===== config.mk =====
export PLATFORM = sky130hd
export DESIGN_NAME = power_state_sequence_control
export DESIGN_NICKNAME = d
export VERILOG_FILES = /design/src/pss_pkg.sv /design/src/ms_tick.sv /design/src/power_event_arbiter.sv /design/src/power_state_sequence_control.sv
export SDC_FILE = /design/constraint.sdc
export NUM_CORES = 1
export LEC_CHECK = 0
export BUFFER_PORTS_ARGS = -buffer_cell sky130_fd_sc_hd__buf_2
export CAP_MARGIN = 40
export CORE_ASPECT_RATIO = 1.75
export CORE_UTILIZATION = 64
export CTS_CLUSTER_SIZE = 24
export DETAILED_ROUTE_END_ITERATION = 10
export GPL_ROUTABILITY_DRIVEN = 0
export GPL_TIMING_DRIVEN = 0
export PLACE_DENSITY = 0.84
export SYNTH_ARGS = -nofsm -noshare
export SYNTH_HDL_FRONTEND = slang
export SYNTH_SLANG_ARGS = --single-unit

===== constraint.sdc =====
create_clock -name clk -period 14.8 [get_ports clk]
set_clock_uncertainty 0.15 [all_clocks]
set_input_delay 2.96 -clock clk [delete_from_list [all_inputs] [get_ports clk]]
set_output_delay 2.96 -clock clk [all_outputs]
set_load 0.05 [all_outputs]

===== src/pss_pkg.sv =====
// Constants, types and helpers shared by the power state sequencer
package pss_pkg;
  localparam int N_REG = 15;
  localparam int ALIVE_IDX = 14;
  localparam int N_HW_IN = 2;
  localparam logic [2:0] FIRST_SLOT = 3'h1;
  localparam logic [2:0] LAST_SLOT = 3'h5;

  // Register indices on the word-addressed bus; byte address is four times these
  localparam logic [15:0] IDX_PWR_STATE = 16'h4003;
  localparam logic [15:0] IDX_MAIN_STATE = 16'h400d;
  localparam logic [15:0] IDX_ON_CAUSE = 16'h400e;
  localparam logic [15:0] IDX_OFF_CAUSE = 16'h400f;
  localparam logic [15:0] IDX_SYS_CTRL = 16'h4010;
  localparam logic [15:0] IDX_CFG_BASE = 16'h4020;

  localparam int PS_ON_BIT = 15;
  localparam int PS_SLP_BIT = 14;
  localparam int PS_DLY_LSB = 10;
  localparam logic [1:0] PS_DLY_RST = 2'h2;
  localparam int CFG_ON_LSB = 0;
  localparam int CFG_SLP_LSB = 4;
  localparam int CFG_HW_BIT = 8;
  localparam int CFG_SEL_BIT = 9;
  localparam int CFG_SW_BIT = 12;
  localparam int SYS_KEEP_BIT = 0;

  localparam int ONC_TRANS = 15;
  localparam int ONC_GPIO = 11;
  localparam int ONC_LOWSUP = 10;
  localparam int ONC_WDOG = 7;
  localparam int ONC_SW = 6;
  localparam int ONC_RTC = 5;
  localparam int ONC_PIN = 4;
  localparam int ONC_RST_LSB = 0;
  localparam int OFFC_INTLDO = 13;
  localparam int OFFC_SEQ = 12;
  localparam int OFFC_GPIO = 11;
  localparam int OFFC_PVDD = 10;
  localparam int OFFC_THERM = 9;
  localparam int OFFC_SW = 6;
  localparam int OFFC_PIN = 4;

  localparam logic [4:0] MS_OFF = 5'h00;
  localparam logic [4:0] MS_BUSY = 5'h01;
  localparam logic [4:0] MS_SLEEP = 5'h1c;
  localparam logic [4:0] MS_ON = 5'h1f;

  localparam int CLK_HZ = 50_000_000;
  localparam int CYC_PER_MS = CLK_HZ / 1000;
  localparam int SLOT_MS = 2;
  localparam int DLY_SHORT_MS = 1;
  localparam int DLY_LONG_MS = 10;
  localparam int FAIL_S = 2;
  localparam int FAIL_MS = FAIL_S * 1000;

  typedef enum logic [2:0] {M_OFF, M_ON, M_SLEEP, M_DELAY, M_SEQ} mode_e;
  typedef enum logic [1:0] {K_ON, K_OFF, K_SLEEP, K_WAKE} kind_e;

  typedef struct packed {
    logic on_rtc;
    logic on_gpio;
    logic on_pin;
    logic wake_wdog;
    logic wake_gpio;
    logic low_supply_threshold;
    logic sleep_gpio;
    logic off_gpio;
    logic off_pin;
    logic off_therm;
    logic off_pvdd;
    logic off_intldo;
    logic restart;
    logic [3:0] restart_kind;
  } ev_s;

  typedef struct packed {
    logic go;
    logic restart;
    kind_e kind;
    logic [15:0] cause;
  } req_s;

  typedef logic [N_REG-1:0][15:0] cfg_t;

  function automatic logic [N_REG-1:0] slot_mask(input cfg_t cfg, input int lsb,
    input logic [2:0] slot);
    logic [N_REG-1:0] m;
    m = '0;
    for (int i = 0; i < N_REG; i++)
    begin
      m[i] = (cfg[i][lsb +: 3] == slot);
    end
    return m;
  endfunction

  function automatic logic [N_REG-1:0] assigned_mask(input cfg_t cfg);
    logic [N_REG-1:0] m;
    m = '0;
    for (int i = 0; i < N_REG; i++)
    begin
      m[i] = (cfg[i][CFG_ON_LSB +: 3] >= FIRST_SLOT) && (cfg[i][CFG_ON_LSB +: 3] <= LAST_SLOT);
    end
    return m;
  endfunction
endpackage


===== src/ms_tick.sv =====
// Millisecond enable pulse divider with restart
`timescale 1ns/100ps
module ms_tick
  import pss_pkg::*;
#(
  parameter int CYC_PER_MS_P = CYC_PER_MS
)
(
  input wire logic clk,
  input wire logic rst,
  input wire logic restart,
  output logic tick
);
  typedef struct packed {
    logic [31:0] cnt;
    logic tick;
  } tick_s;

  tick_s st_ff;
  tick_s nxt_st;

  always_comb
  begin
    nxt_st.tick = 1'b0;
    nxt_st.cnt = st_ff.cnt + 32'h1;
    if (restart)
      nxt_st.cnt = 32'h0;
    else if (st_ff.cnt == 32'(CYC_PER_MS_P - 1))
    begin
      nxt_st.cnt = 32'h0;
      nxt_st.tick = 1'b1;
    end
  end

  always_ff @(posedge clk)
  begin
    if (rst)
      st_ff <= '0;
    else
      st_ff <= nxt_st;
  end

  assign tick = st_ff.tick;
endmodule


===== src/power_event_arbiter.sv =====
// Picks the power transition and its cause from incoming events
`timescale 1ns/100ps
module power_event_arbiter
  import pss_pkg::*;
(
  input wire mode_e mode,
  input wire ev_s ev,
  input wire logic sw_off,
  input wire logic sw_sleep,
  input wire logic sw_wake,
  output req_s req
);
  logic [15:0] off_c;

  always_comb
  begin
    off_c = 16'h0;
    off_c[OFFC_SW] = sw_off;
    off_c[OFFC_GPIO] = ev.off_gpio;
    off_c[OFFC_PIN] = ev.off_pin;
    off_c[OFFC_THERM] = ev.off_therm;
    off_c[OFFC_PVDD] = ev.off_pvdd;
    off_c[OFFC_INTLDO] = ev.off_intldo;
    req = '0;
    if (ev.restart)
    begin
      req.go = 1'b1;
      req.restart = 1'b1;
      req.cause[ONC_TRANS] = 1'b1;
      req.cause[ONC_RST_LSB +: 4] = ev.restart_kind;
    end
    else
    begin
      unique case (mode)
        M_OFF:
        begin
          // Low supply and software writes never start ON
          req.go = ev.on_rtc || ev.on_gpio || ev.on_pin;
          req.kind = K_ON;
          req.cause[ONC_TRANS] = 1'b1;
          req.cause[ONC_RTC] = ev.on_rtc;
          req.cause[ONC_GPIO] = ev.on_gpio;
          req.cause[ONC_PIN] = ev.on_pin;
        end
        M_ON:
        begin
          if (|off_c)
          begin
            req.go = 1'b1;
            req.kind = K_OFF;
            req.cause = off_c;
          end
          else if (sw_sleep || ev.sleep_gpio)
          begin
            req.go = 1'b1;
            req.kind = K_SLEEP;
          end
        end
        M_SLEEP:
        begin
          if (|off_c)
          begin
            req.go = 1'b1;
            req.kind = K_OFF;
            req.cause = off_c;
          end
          else
          begin
            req.go = sw_wake || ev.wake_wdog || ev.on_rtc || ev.wake_gpio
              || ev.low_supply_threshold;
            req.kind = K_WAKE;
            req.cause[ONC_SW] = sw_wake;
            req.cause[ONC_WDOG] = ev.wake_wdog;
            req.cause[ONC_RTC] = ev.on_rtc;
            req.cause[ONC_GPIO] = ev.wake_gpio;
            req.cause[ONC_LOWSUP] = ev.low_supply_threshold;
          end
        end
        M_DELAY, M_SEQ:
        begin
          req.go = 1'b0;
        end
      endcase
    end
  end
endmodule


===== src/power_state_sequence_control.sv =====
// Power state sequencer for converter and regulator enables, with register slave
`timescale 1ns/100ps
module power_state_sequence_control
  import pss_pkg::*;
#(
  parameter int CYC_PER_MS_P = CYC_PER_MS
)
(
  input wire logic clk,
  input wire logic rst,
  input wire logic [15:0] address,
  input wire logic read,
  input wire logic write,
  input wire logic [31:0] writedata,
  input wire logic [3:0] byteenable,
  output logic [31:0] readdata,
  output logic waitrequest,
  input wire ev_s ev,
  input wire logic [N_HW_IN-1:0] hw_enable_in,
  input wire logic [N_REG-1:0] reg_power_good,
  output logic [N_REG-1:0] reg_enable,
  output logic seq_fail
);
  typedef struct packed {
    mode_e mode;
    kind_e kind;
    logic [2:0] slot;
    logic [3:0] slot_ms;
    logic [3:0] dly_ms;
    logic [10:0] fail_ms;
    logic [N_REG-1:0] en;
    cfg_t cfg;
    logic [15:0] on_cause;
    logic [15:0] off_cause;
    logic [1:0] dly_sel;
    logic keep_alive;
    logic waitreq;
    logic [31:0] rdata;
    logic restart;
    logic fail;
  } st_s;

  st_s st_ff;
  st_s nxt_st;
  logic tick;
  logic wr_fire;
  logic ps_wr;
  logic sw_off;
  logic sw_sleep;
  logic sw_wake;
  req_s req;
  logic [3:0] dly_target;
  logic [1:0] dly_sel_now;
  logic [N_REG-1:0] grp;
  logic [N_REG-1:0] keep_mask;
  logic [N_REG-1:0] unassigned;
  logic grp_ok;
  logic last_slot;

  function automatic logic [N_REG-1:0] apply_slot(input logic [N_REG-1:0] en, input cfg_t cfg,
    input kind_e kind, input logic [2:0] slot);
    logic [N_REG-1:0] m;
    m = slot_mask(cfg, (kind == K_ON || kind == K_OFF) ? CFG_ON_LSB : CFG_SLP_LSB, slot);
    if (kind == K_ON || kind == K_WAKE)
      return en | m;
    return en & ~m;
  endfunction

  function automatic logic [15:0] read_reg(input st_s s, input logic [15:0] a);
    logic [15:0] d;
    d = 16'h0;
    if (a == IDX_PWR_STATE)
    begin
      d[PS_ON_BIT] = s.mode == M_ON || s.mode == M_SLEEP
        || ((s.mode == M_DELAY || s.mode == M_SEQ) && s.kind != K_ON);
      d[PS_SLP_BIT] = s.mode == M_SLEEP;
      d[PS_DLY_LSB +: 2] = s.dly_sel;
    end
    else if (a == IDX_MAIN_STATE)
    begin
      unique case (s.mode)
        M_OFF: d[4:0] = MS_OFF;
        M_ON: d[4:0] = MS_ON;
        M_SLEEP: d[4:0] = MS_SLEEP;
        M_DELAY, M_SEQ: d[4:0] = MS_BUSY;
      endcase
    end
    else if (a == IDX_ON_CAUSE)
      d = s.on_cause;
    else if (a == IDX_OFF_CAUSE)
      d = s.off_cause;
    else if (a == IDX_SYS_CTRL)
      d[SYS_KEEP_BIT] = s.keep_alive;
    for (int i = 0; i < N_REG; i++)
    begin
      if (a == IDX_CFG_BASE + 16'(i))
        d = s.cfg[i];
    end
    return d;
  endfunction

  ms_tick #(
    .CYC_PER_MS_P(CYC_PER_MS_P)
  ) u_tick (
    .clk(clk),
    .rst(rst),
    .restart(st_ff.restart),
    .tick(tick)
  );

  power_event_arbiter u_arb (
    .mode(st_ff.mode),
    .ev(ev),
    .sw_off(sw_off),
    .sw_sleep(sw_sleep),
    .sw_wake(sw_wake),
    .req(req)
  );

  // Write takes effect at the edge where the master sees waitrequest low
  assign wr_fire = write && !st_ff.waitreq;
  assign ps_wr = wr_fire && address == IDX_PWR_STATE && byteenable[1];
  assign sw_off = ps_wr && !writedata[PS_ON_BIT];
  assign sw_sleep = ps_wr && writedata[PS_SLP_BIT] && st_ff.mode == M_ON;
  assign sw_wake = ps_wr && !writedata[PS_SLP_BIT] && st_ff.mode == M_SLEEP;

  // A command written together with a new delay select waits the new delay
  assign dly_sel_now = ps_wr ? writedata[PS_DLY_LSB +: 2] : st_ff.dly_sel;
  assign dly_target = (dly_sel_now == 2'h2) ? 4'(DLY_SHORT_MS)
    : (dly_sel_now == 2'h3) ? 4'(DLY_LONG_MS) : 4'h0;
  assign keep_mask = st_ff.keep_alive ? (N_REG'(1) << ALIVE_IDX) : '0;
  assign unassigned = ~assigned_mask(st_ff.cfg);
  assign grp = slot_mask(st_ff.cfg, CFG_ON_LSB, st_ff.slot);
  assign grp_ok = st_ff.kind != K_ON || (grp & ~reg_power_good) == '0;
  assign last_slot = (st_ff.kind == K_ON || st_ff.kind == K_SLEEP) ? st_ff.slot == LAST_SLOT
    : st_ff.slot == FIRST_SLOT;

  always_comb
  begin
    logic start_seq;
    logic [2:0] first;
    logic [2:0] nslot;
    start_seq = 1'b0;
    first = FIRST_SLOT;
    nslot = st_ff.slot;
    nxt_st = st_ff;
    nxt_st.restart = 1'b0;
    nxt_st.fail = 1'b0;

    // Bus slave: one wait cycle, then answer
    nxt_st.waitreq = 1'b1;
    if ((read || write) && st_ff.waitreq)
    begin
      nxt_st.waitreq = 1'b0;
      nxt_st.rdata = {16'h0, read_reg(st_ff, address)};
    end
    if (wr_fire)
    begin
      if (ps_wr)
        nxt_st.dly_sel = writedata[PS_DLY_LSB +: 2];
      if (address == IDX_SYS_CTRL && byteenable[0])
        nxt_st.keep_alive = writedata[SYS_KEEP_BIT];
      for (int i = 0; i < N_REG; i++)
      begin
        if (address == IDX_CFG_BASE + 16'(i))
        begin
          if (byteenable[0])
            nxt_st.cfg[i][7:0] = writedata[7:0];
          if (byteenable[1])
            nxt_st.cfg[i][15:8] = writedata[15:8];
          if (byteenable[1] && st_ff.mode == M_ON
            && !(st_ff.cfg[i][CFG_HW_BIT] && unassigned[i]))
            nxt_st.en[i] = writedata[CFG_SW_BIT];
        end
      end
    end

    // Hardware-enable followers while running
    if (st_ff.mode == M_ON || st_ff.mode == M_SLEEP)
    begin
      for (int i = 0; i < N_REG; i++)
      begin
        if (st_ff.cfg[i][CFG_HW_BIT] && unassigned[i])
          nxt_st.en[i] = hw_enable_in[st_ff.cfg[i][CFG_SEL_BIT]];
      end
    end

    unique case (st_ff.mode)
      M_OFF, M_ON, M_SLEEP:
      begin
        if (req.go)
        begin
          nxt_st.kind = req.kind;
          if (req.kind == K_ON || req.kind == K_WAKE)
            nxt_st.on_cause = req.cause;
          else if (req.kind == K_OFF)
            nxt_st.off_cause = req.cause;
          if (req.restart)
            nxt_st.en = st_ff.en & keep_mask;
          if (req.kind == K_OFF)
            nxt_st.en = nxt_st.en & (~unassigned | keep_mask);
          if (req.kind == K_OFF && st_ff.mode == M_SLEEP)
          begin
            nxt_st.en = nxt_st.en & keep_mask;
            nxt_st.mode = M_OFF;
          end
          else if (req.kind == K_ON || dly_target == 4'h0)
            start_seq = 1'b1;
          else
          begin
            nxt_st.mode = M_DELAY;
            nxt_st.dly_ms = 4'h0;
            nxt_st.restart = 1'b1;
          end
        end
      end
      M_DELAY:
      begin
        if (tick)
          nxt_st.dly_ms = st_ff.dly_ms + 4'h1;
        if (tick && st_ff.dly_ms + 4'h1 >= dly_target)
          start_seq = 1'b1;
      end
      M_SEQ:
      begin
        if (tick && st_ff.slot_ms < 4'(SLOT_MS))
          nxt_st.slot_ms = st_ff.slot_ms + 4'h1;
        if (tick && st_ff.kind == K_ON)
          nxt_st.fail_ms = st_ff.fail_ms + 11'h1;
        if (tick && st_ff.kind == K_ON && st_ff.fail_ms + 11'h1 >= 11'(FAIL_MS))
        begin
          nxt_st.en = st_ff.en & keep_mask;
          nxt_st.mode = M_OFF;
          nxt_st.off_cause = 16'h0;
          nxt_st.off_cause[OFFC_SEQ] = 1'b1;
          nxt_st.fail = 1'b1;
        end
        else if (st_ff.slot_ms >= 4'(SLOT_MS) && grp_ok)
        begin
          if (last_slot)
          begin
            unique case (st_ff.kind)
              K_ON, K_WAKE: nxt_st.mode = M_ON;
              K_OFF: nxt_st.mode = M_OFF;
              K_SLEEP: nxt_st.mode = M_SLEEP;
            endcase
          end
          else
          begin
            nslot = (st_ff.kind == K_ON || st_ff.kind == K_SLEEP) ? st_ff.slot + 3'h1
              : st_ff.slot - 3'h1;
            nxt_st.slot = nslot;
            nxt_st.slot_ms = 4'h0;
            nxt_st.restart = 1'b1;
            nxt_st.en = apply_slot(nxt_st.en, st_ff.cfg, st_ff.kind, nslot);
          end
        end
      end
    endcase

    if (start_seq)
    begin
      first = (nxt_st.kind == K_ON || nxt_st.kind == K_SLEEP) ? FIRST_SLOT : LAST_SLOT;
      nxt_st.mode = M_SEQ;
      nxt_st.slot = first;
      nxt_st.slot_ms = 4'h0;
      nxt_st.fail_ms = 11'h0;
      nxt_st.restart = 1'b1;
      nxt_st.en = apply_slot(nxt_st.en, st_ff.cfg, nxt_st.kind, first);
    end
  end

  always_ff @(posedge clk)
  begin
    if (rst)
    begin
      st_ff <= '0;
      st_ff.dly_sel <= PS_DLY_RST;
      st_ff.waitreq <= 1'b1;
    end
    else
      st_ff <= nxt_st;
  end

  assign readdata = st_ff.rdata;
  assign waitrequest = st_ff.waitreq;
  assign reg_enable = st_ff.en;
  assign seq_fail = st_ff.fail;
endmodule


==> flow_summary_export.csv, run 1 <==
group,metric,value,unit
placement,portBuffers,97,
placement,place_hpwl,68100,um
run_status,status,"did not finish",
global_routing,grt_pass1_wl,151000,um
synth,yosysUniqueCellTypes,92,
synth,ys_seq_area_frac,0.350,
global_routing,grt_pass1_vias,24400,
synth,synthArstFlopShare,0,
floorplanning,initial_core_util,0.648,
synth,ys_ff_latch,364,
synth,ys.flop_type,"dfxtp_1",
run_status,stop_stage,"global routing",
synth,synth_top_area_frac,0.350,
cts,cts_buffers,35,
run_status,error_line,"[ERROR GRT-0116] Global routing finished with congestion. Check the congestion regions in the DRC Viewer.",
cts,cts_hold_buf,0,
synth,synth-edff-count,0,
cts,cts_resized,0,
global_routing,overflow,16,
floorplanning,fp-row-count,87,
synth,synth.avg_cell_area,7.53,um2
synth,yosysTopAreaCell,"dfxtp_1",
cts,cts_setup_buffers,0,
cts,cts-root-buf,"clkbuf_16",
synth,ys_top_cells_by_area,"dfxtp_1, nand2_1, a21oi_1, mux2i_1, xor2_1",
synth,synthCells,2762,
floorplanning,ios,139,
cts,cts_sinks,364,
floorplanning,die_h,240,um
synth,synthTopCellsByCount,"nand2_1, dfxtp_1, a21oi_1",
floorplanning,die_x,138,um
synth,yosysWarnings,0,
synth,synth.most_common_cell,"nand2_1",
synth,synth_area,0.0208,mm2
cts,ctsHtreeMaxLevel,2,
global_routing,grt_max_degree,15,
cts,cts_buffer_depth,3,
global_routing,grt.total_usage,0.607,
layer usage:
metal  overflow  global-route usage
met4          6               0.608
met5          0              0.0992
met1          0               0.589
met3          1               0.370
met2          9               0.865
through the flow:
stage | std cells | hold WS [ns] | worst slack (ns) | instance area, um2 | utilization
after floorplan | 2777 | 0.240 | 7.41 | 20900 | -
after global placement | 3274 | 0.285 | 5.53 | 21800 | 0.680
after detailed placement | 3301 | 0.295 | 5.94 | 22100 | 0.688
after CTS | 3361 | 0.304 | 6.46 | 23200 | 0.722
cells by family after synthesis:
| group | synth area share |
|---|---|
| other cells | 0.000180 |
| flops | 0.350 |
| fa+ha+maj | 0.0125 |
| xor+xnor | 0.0627 |
| buf+inv | 0.0594 |
| compound gates | 0.184 |
| mux | 0.0633 |
| simple gates | 0.267 |
==> run 2, diff against run 1 <==
--- a/config.mk
+++ b/config.mk
@@ -7,13 +7,11 @@
 export LEC_CHECK = 0
 export BUFFER_PORTS_ARGS = -buffer_cell sky130_fd_sc_hd__buf_2
 export CAP_MARGIN = 40
-export CORE_ASPECT_RATIO = 1.75
-export CORE_UTILIZATION = 64
-export CTS_CLUSTER_SIZE = 24
+export CORE_UTILIZATION = 40
 export DETAILED_ROUTE_END_ITERATION = 10
 export GPL_ROUTABILITY_DRIVEN = 0
 export GPL_TIMING_DRIVEN = 0
-export PLACE_DENSITY = 0.84
+export PLACE_DENSITY_LB_ADDON = 0.15
 export SYNTH_ARGS = -nofsm -noshare
 export SYNTH_HDL_FRONTEND = slang
 export SYNTH_SLANG_ARGS = --single-unit
==> flow_summary_export.csv, run 2 <==
group,metric,value,unit
critical_path,path_cells,"buf_2 -> or4b_1 -> buf_2 -> buf_2 -> nor3_1 -> nand3_1 -> o21a_1 -> a21boi_0 -> mux2i_1 -> ha_1 -> nor2_1 -> buf_4 -> clkbuf_1 -> clkbuf_1 -> a31oi_1 -> nor3_1 -> nor2_1 -> a221oi_1",
detailed_routing,avgRoutedWirePerCell,25.4,um
cts,cts_sinks,364,
power_and_ir_drop,p_seq_frac,0.361,
critical_path,critPathLaunchType,"primary input",
sta,fin_crit_sh,0.574,
synth,yosysUniqueCellTypes,92,
floorplanning,dieArea,0.0529,mm2
sta,maxSlewViolCount,0,
detailed_routing,drt-total-wl,93100,um
detailed_routing,dr_wl_met2,38600,um
synth,yosys.area_share.simple,0.267,
global_routing,grt_max_degree,14,
synth,synth.avg_cell_area,7.53,um2
cts,cts-root-buf,"clkbuf_16",
finish,utilization,0.466,
detailed_routing,num_vias,22500,
floorplanning,initial_core_util,0.405,
critical_path,arrival,8.81,ns
detailed_routing,routed.top_layer,"met5",
power_and_ir_drop,p_leak,8.25,nW
sta,rsz0062_at_grt,"false",
global_routing,overflow,0,
power_and_ir_drop,pwr-share-comb,0.252,
power_and_ir_drop,p_switching,0.980,mW
global_routing,grt_pass1_vias,20800,
finish,top_register,"st_ff",
synth,synth.area.mux_share,0.0633,
sta,worstMarginPinSlew,1.04,ns
synth,yosysWarnings,0,
finish,diodes,0,
global_routing,grt.total_usage,0.342,
min_path,hold_path.class,"flop to flop",
detailed_routing,drt-met1-wl,37100,um
placement,dp_slack,6.06,ns
critical_path,cp_slowest_cell,"nor3_1",
synth,synth_area,0.0208,mm2
synth,ys_seq_area_frac,0.350,
synth,yosysTopAreaCell,"dfxtp_1",
power_and_ir_drop,powerDensity,118,mW/mm2
cts,clk_latency,0.59,ns
detailed_routing,firstDrtPassIters,6,
synth,synth_compound_area_frac,0.184,
detailed_routing,drtAntennaViolNets,0,
synth,ys.flop_type,"dfxtp_1",
synth,ys_ff_latch,364,
global_routing,grt_pass1_wl,135000,um
cts,cts_resized,0,
finish,layout.nets,3062,
critical_path,critPathBufInv,6,
global_routing,antenna_found_initial,1,
critical_path,crit_path_max_incr_delay,0.57,ns
synth,ys_top_cells_by_area,"dfxtp_1, nand2_1, a21oi_1, mux2i_1, xor2_1",
finish,final_cell_mix,"nand2_1, dfxtp_1, a21oi_1",
synth,synth-xor-area-share,0.0627,
cts,cts_hold_buf,0,
placement,placed_area,0.0225,mm2
synth,synthArstFlopShare,0,
sta,fmax,118,MHz
placement,place_hpwl,71600,um
synth,synthAdderAreaFrac,0.0125,
critical_path,worst-setup-path-type,"primary input to flop",
critical_path,path_max_fanout,10,
sta,hold_viol_final,0,
power_and_ir_drop,power.share.switching,0.348,
synth,synthTopCellsByCount,"nand2_1, dfxtp_1, a21oi_1",
flow_run,maxCapViolations,0,
sta,fin_crit,8.49,ns
cts,clk_pin_slew,0.06,ns
sta,maxSlewHeadroom,0.304,
sta,tns,0,ns
cts,cts_tree,"done",
critical_path,crit_top_cell,"buf_2",
floorplanning,ios,139,
cts,cts_buffer_depth,3,
detailed_routing,drc_errors,0,
synth,synth_top_family_by_area,"simple AND/OR/NAND/NOR gates",
power_and_ir_drop,clockPowerShare,0.387,
detailed_routing,wl_met3,10500,um
synth,synth-edff-count,0,
critical_path,cp.required,15.12,ns
cts,cts_setup_buffers,0,
synth,synth.most_common_cell,"nand2_1",
finish,syn_to_final_growth,14.9,%
critical_path,end_kind,"flop",
floorplanning,die_x,230,um
detailed_routing,via_per_inst,6.15,
placement,portBuffers,97,
finish,final_cell_area,0.0239,mm2
run_status,status,"finished, final reports clean",
floorplanning,fp-row-count,83,
critical_path,critPathTopFamily,"simple AND/OR/NAND/NOR gates",
finish,final_common_cell,"nand2_1",
cts,cts_buffers,43,
floorplanning,core,0.0513,mm2
sta,fin_ws,6.31,ns
sta,setup_viol,0,
detailed_routing,drt-initial-drc-count,3187,
power_and_ir_drop,ir_drop,0.0792,mV
finish,drive_gt1_frac,0.104,
power_and_ir_drop,internal_power,1.83,mW
floorplanning,die_h,230,um
synth,synthCells,2762,
cts,ctsHtreeMaxLevel,2,
finish,largest_reg_flops,298,
synth,synth_top_area_frac,0.350,
[run 2: cell counts after synthesis]
No cell type changed its count.
[run 2: logic make-up after synthesis]
kind of cell	after synthesis
and+or+nand+nor	1210
AOI/OAI and AO/OA	622
DFF	364
buffers and inverters	268
xor gates and xnor gates	149
muxes	127
adders and majority gates	21
other	1
[run 2: path summary, 6_finish.rpt]
check             slack (ns)        start        endpoint  cells after the start
setup / recovery        6.31  address[13]  reg_enable[12]                     18
hold reg to reg         0.27     st_ff[1]     u_tick.tick                      1
setup reg to reg        8.35   st_ff[349]  reg_enable[12]                     18
hold / removal          0.27     st_ff[1]     u_tick.tick                      1
[run 2: metrics by stage]
step	cells	total power, mW	hold WS, ns
5_1_grt	3663	2.89	0.283
3_3_place_gp	3554	1.70	0.251
3_5_place_dp	3585	1.72	0.252
2_1_floorplan	2777	1.48	0.240
4_1_cts	3661	2.79	0.261
6_report	3663	2.81	0.270
[run 2: cell type report]
class                   count  area (um2)
fillers                  5200       27400
inverters                  43         161
clock buffers              59        1220
flip-flops and latches    364        7290
plain buffers             225        1070
clock inverters            17         183
multi-input cells        2145       12400
repair buffers            130         757
well taps                 680         851
[run 2: worst register-to-register path: cells and delay by family, from the launching register on]
| kind | cells | cell delay, ns |
|---|---|---|
| buffers and inverters | 7 | 2.80 |
| flip-flops | 1 | 0.30 |
| AND/OR/NAND/NOR | 6 | 1.85 |
| adder cells (fa/ha/maj) | 1 | 0.28 |
| multiplexers | 1 | 0.28 |
| AO/OA/AOI/OAI | 3 | 0.67 |
[run 2: layer usage]
metal / track usage / up-vias
met3: 0.0768 / 338
met2: 0.508 / 1576
met1: 0.446 / 10600
met5: 0 / -
li1: - / 10000
met4: 0.221 / 2
[run 2: power groups by stage]
stage / sequential (mW) / combinational, mW / clock (mW)
floorplan: 1.03 / 0.447 / 0
global placement: 1.04 / 0.664 / 0
detailed placement: 1.04 / 0.678 / 0
CTS: 1.02 / 0.682 / 1.09
global route: 1.02 / 0.743 / 1.13
finish: 1.02 / 0.710 / 1.09
(Power assumes the default switching activity.)
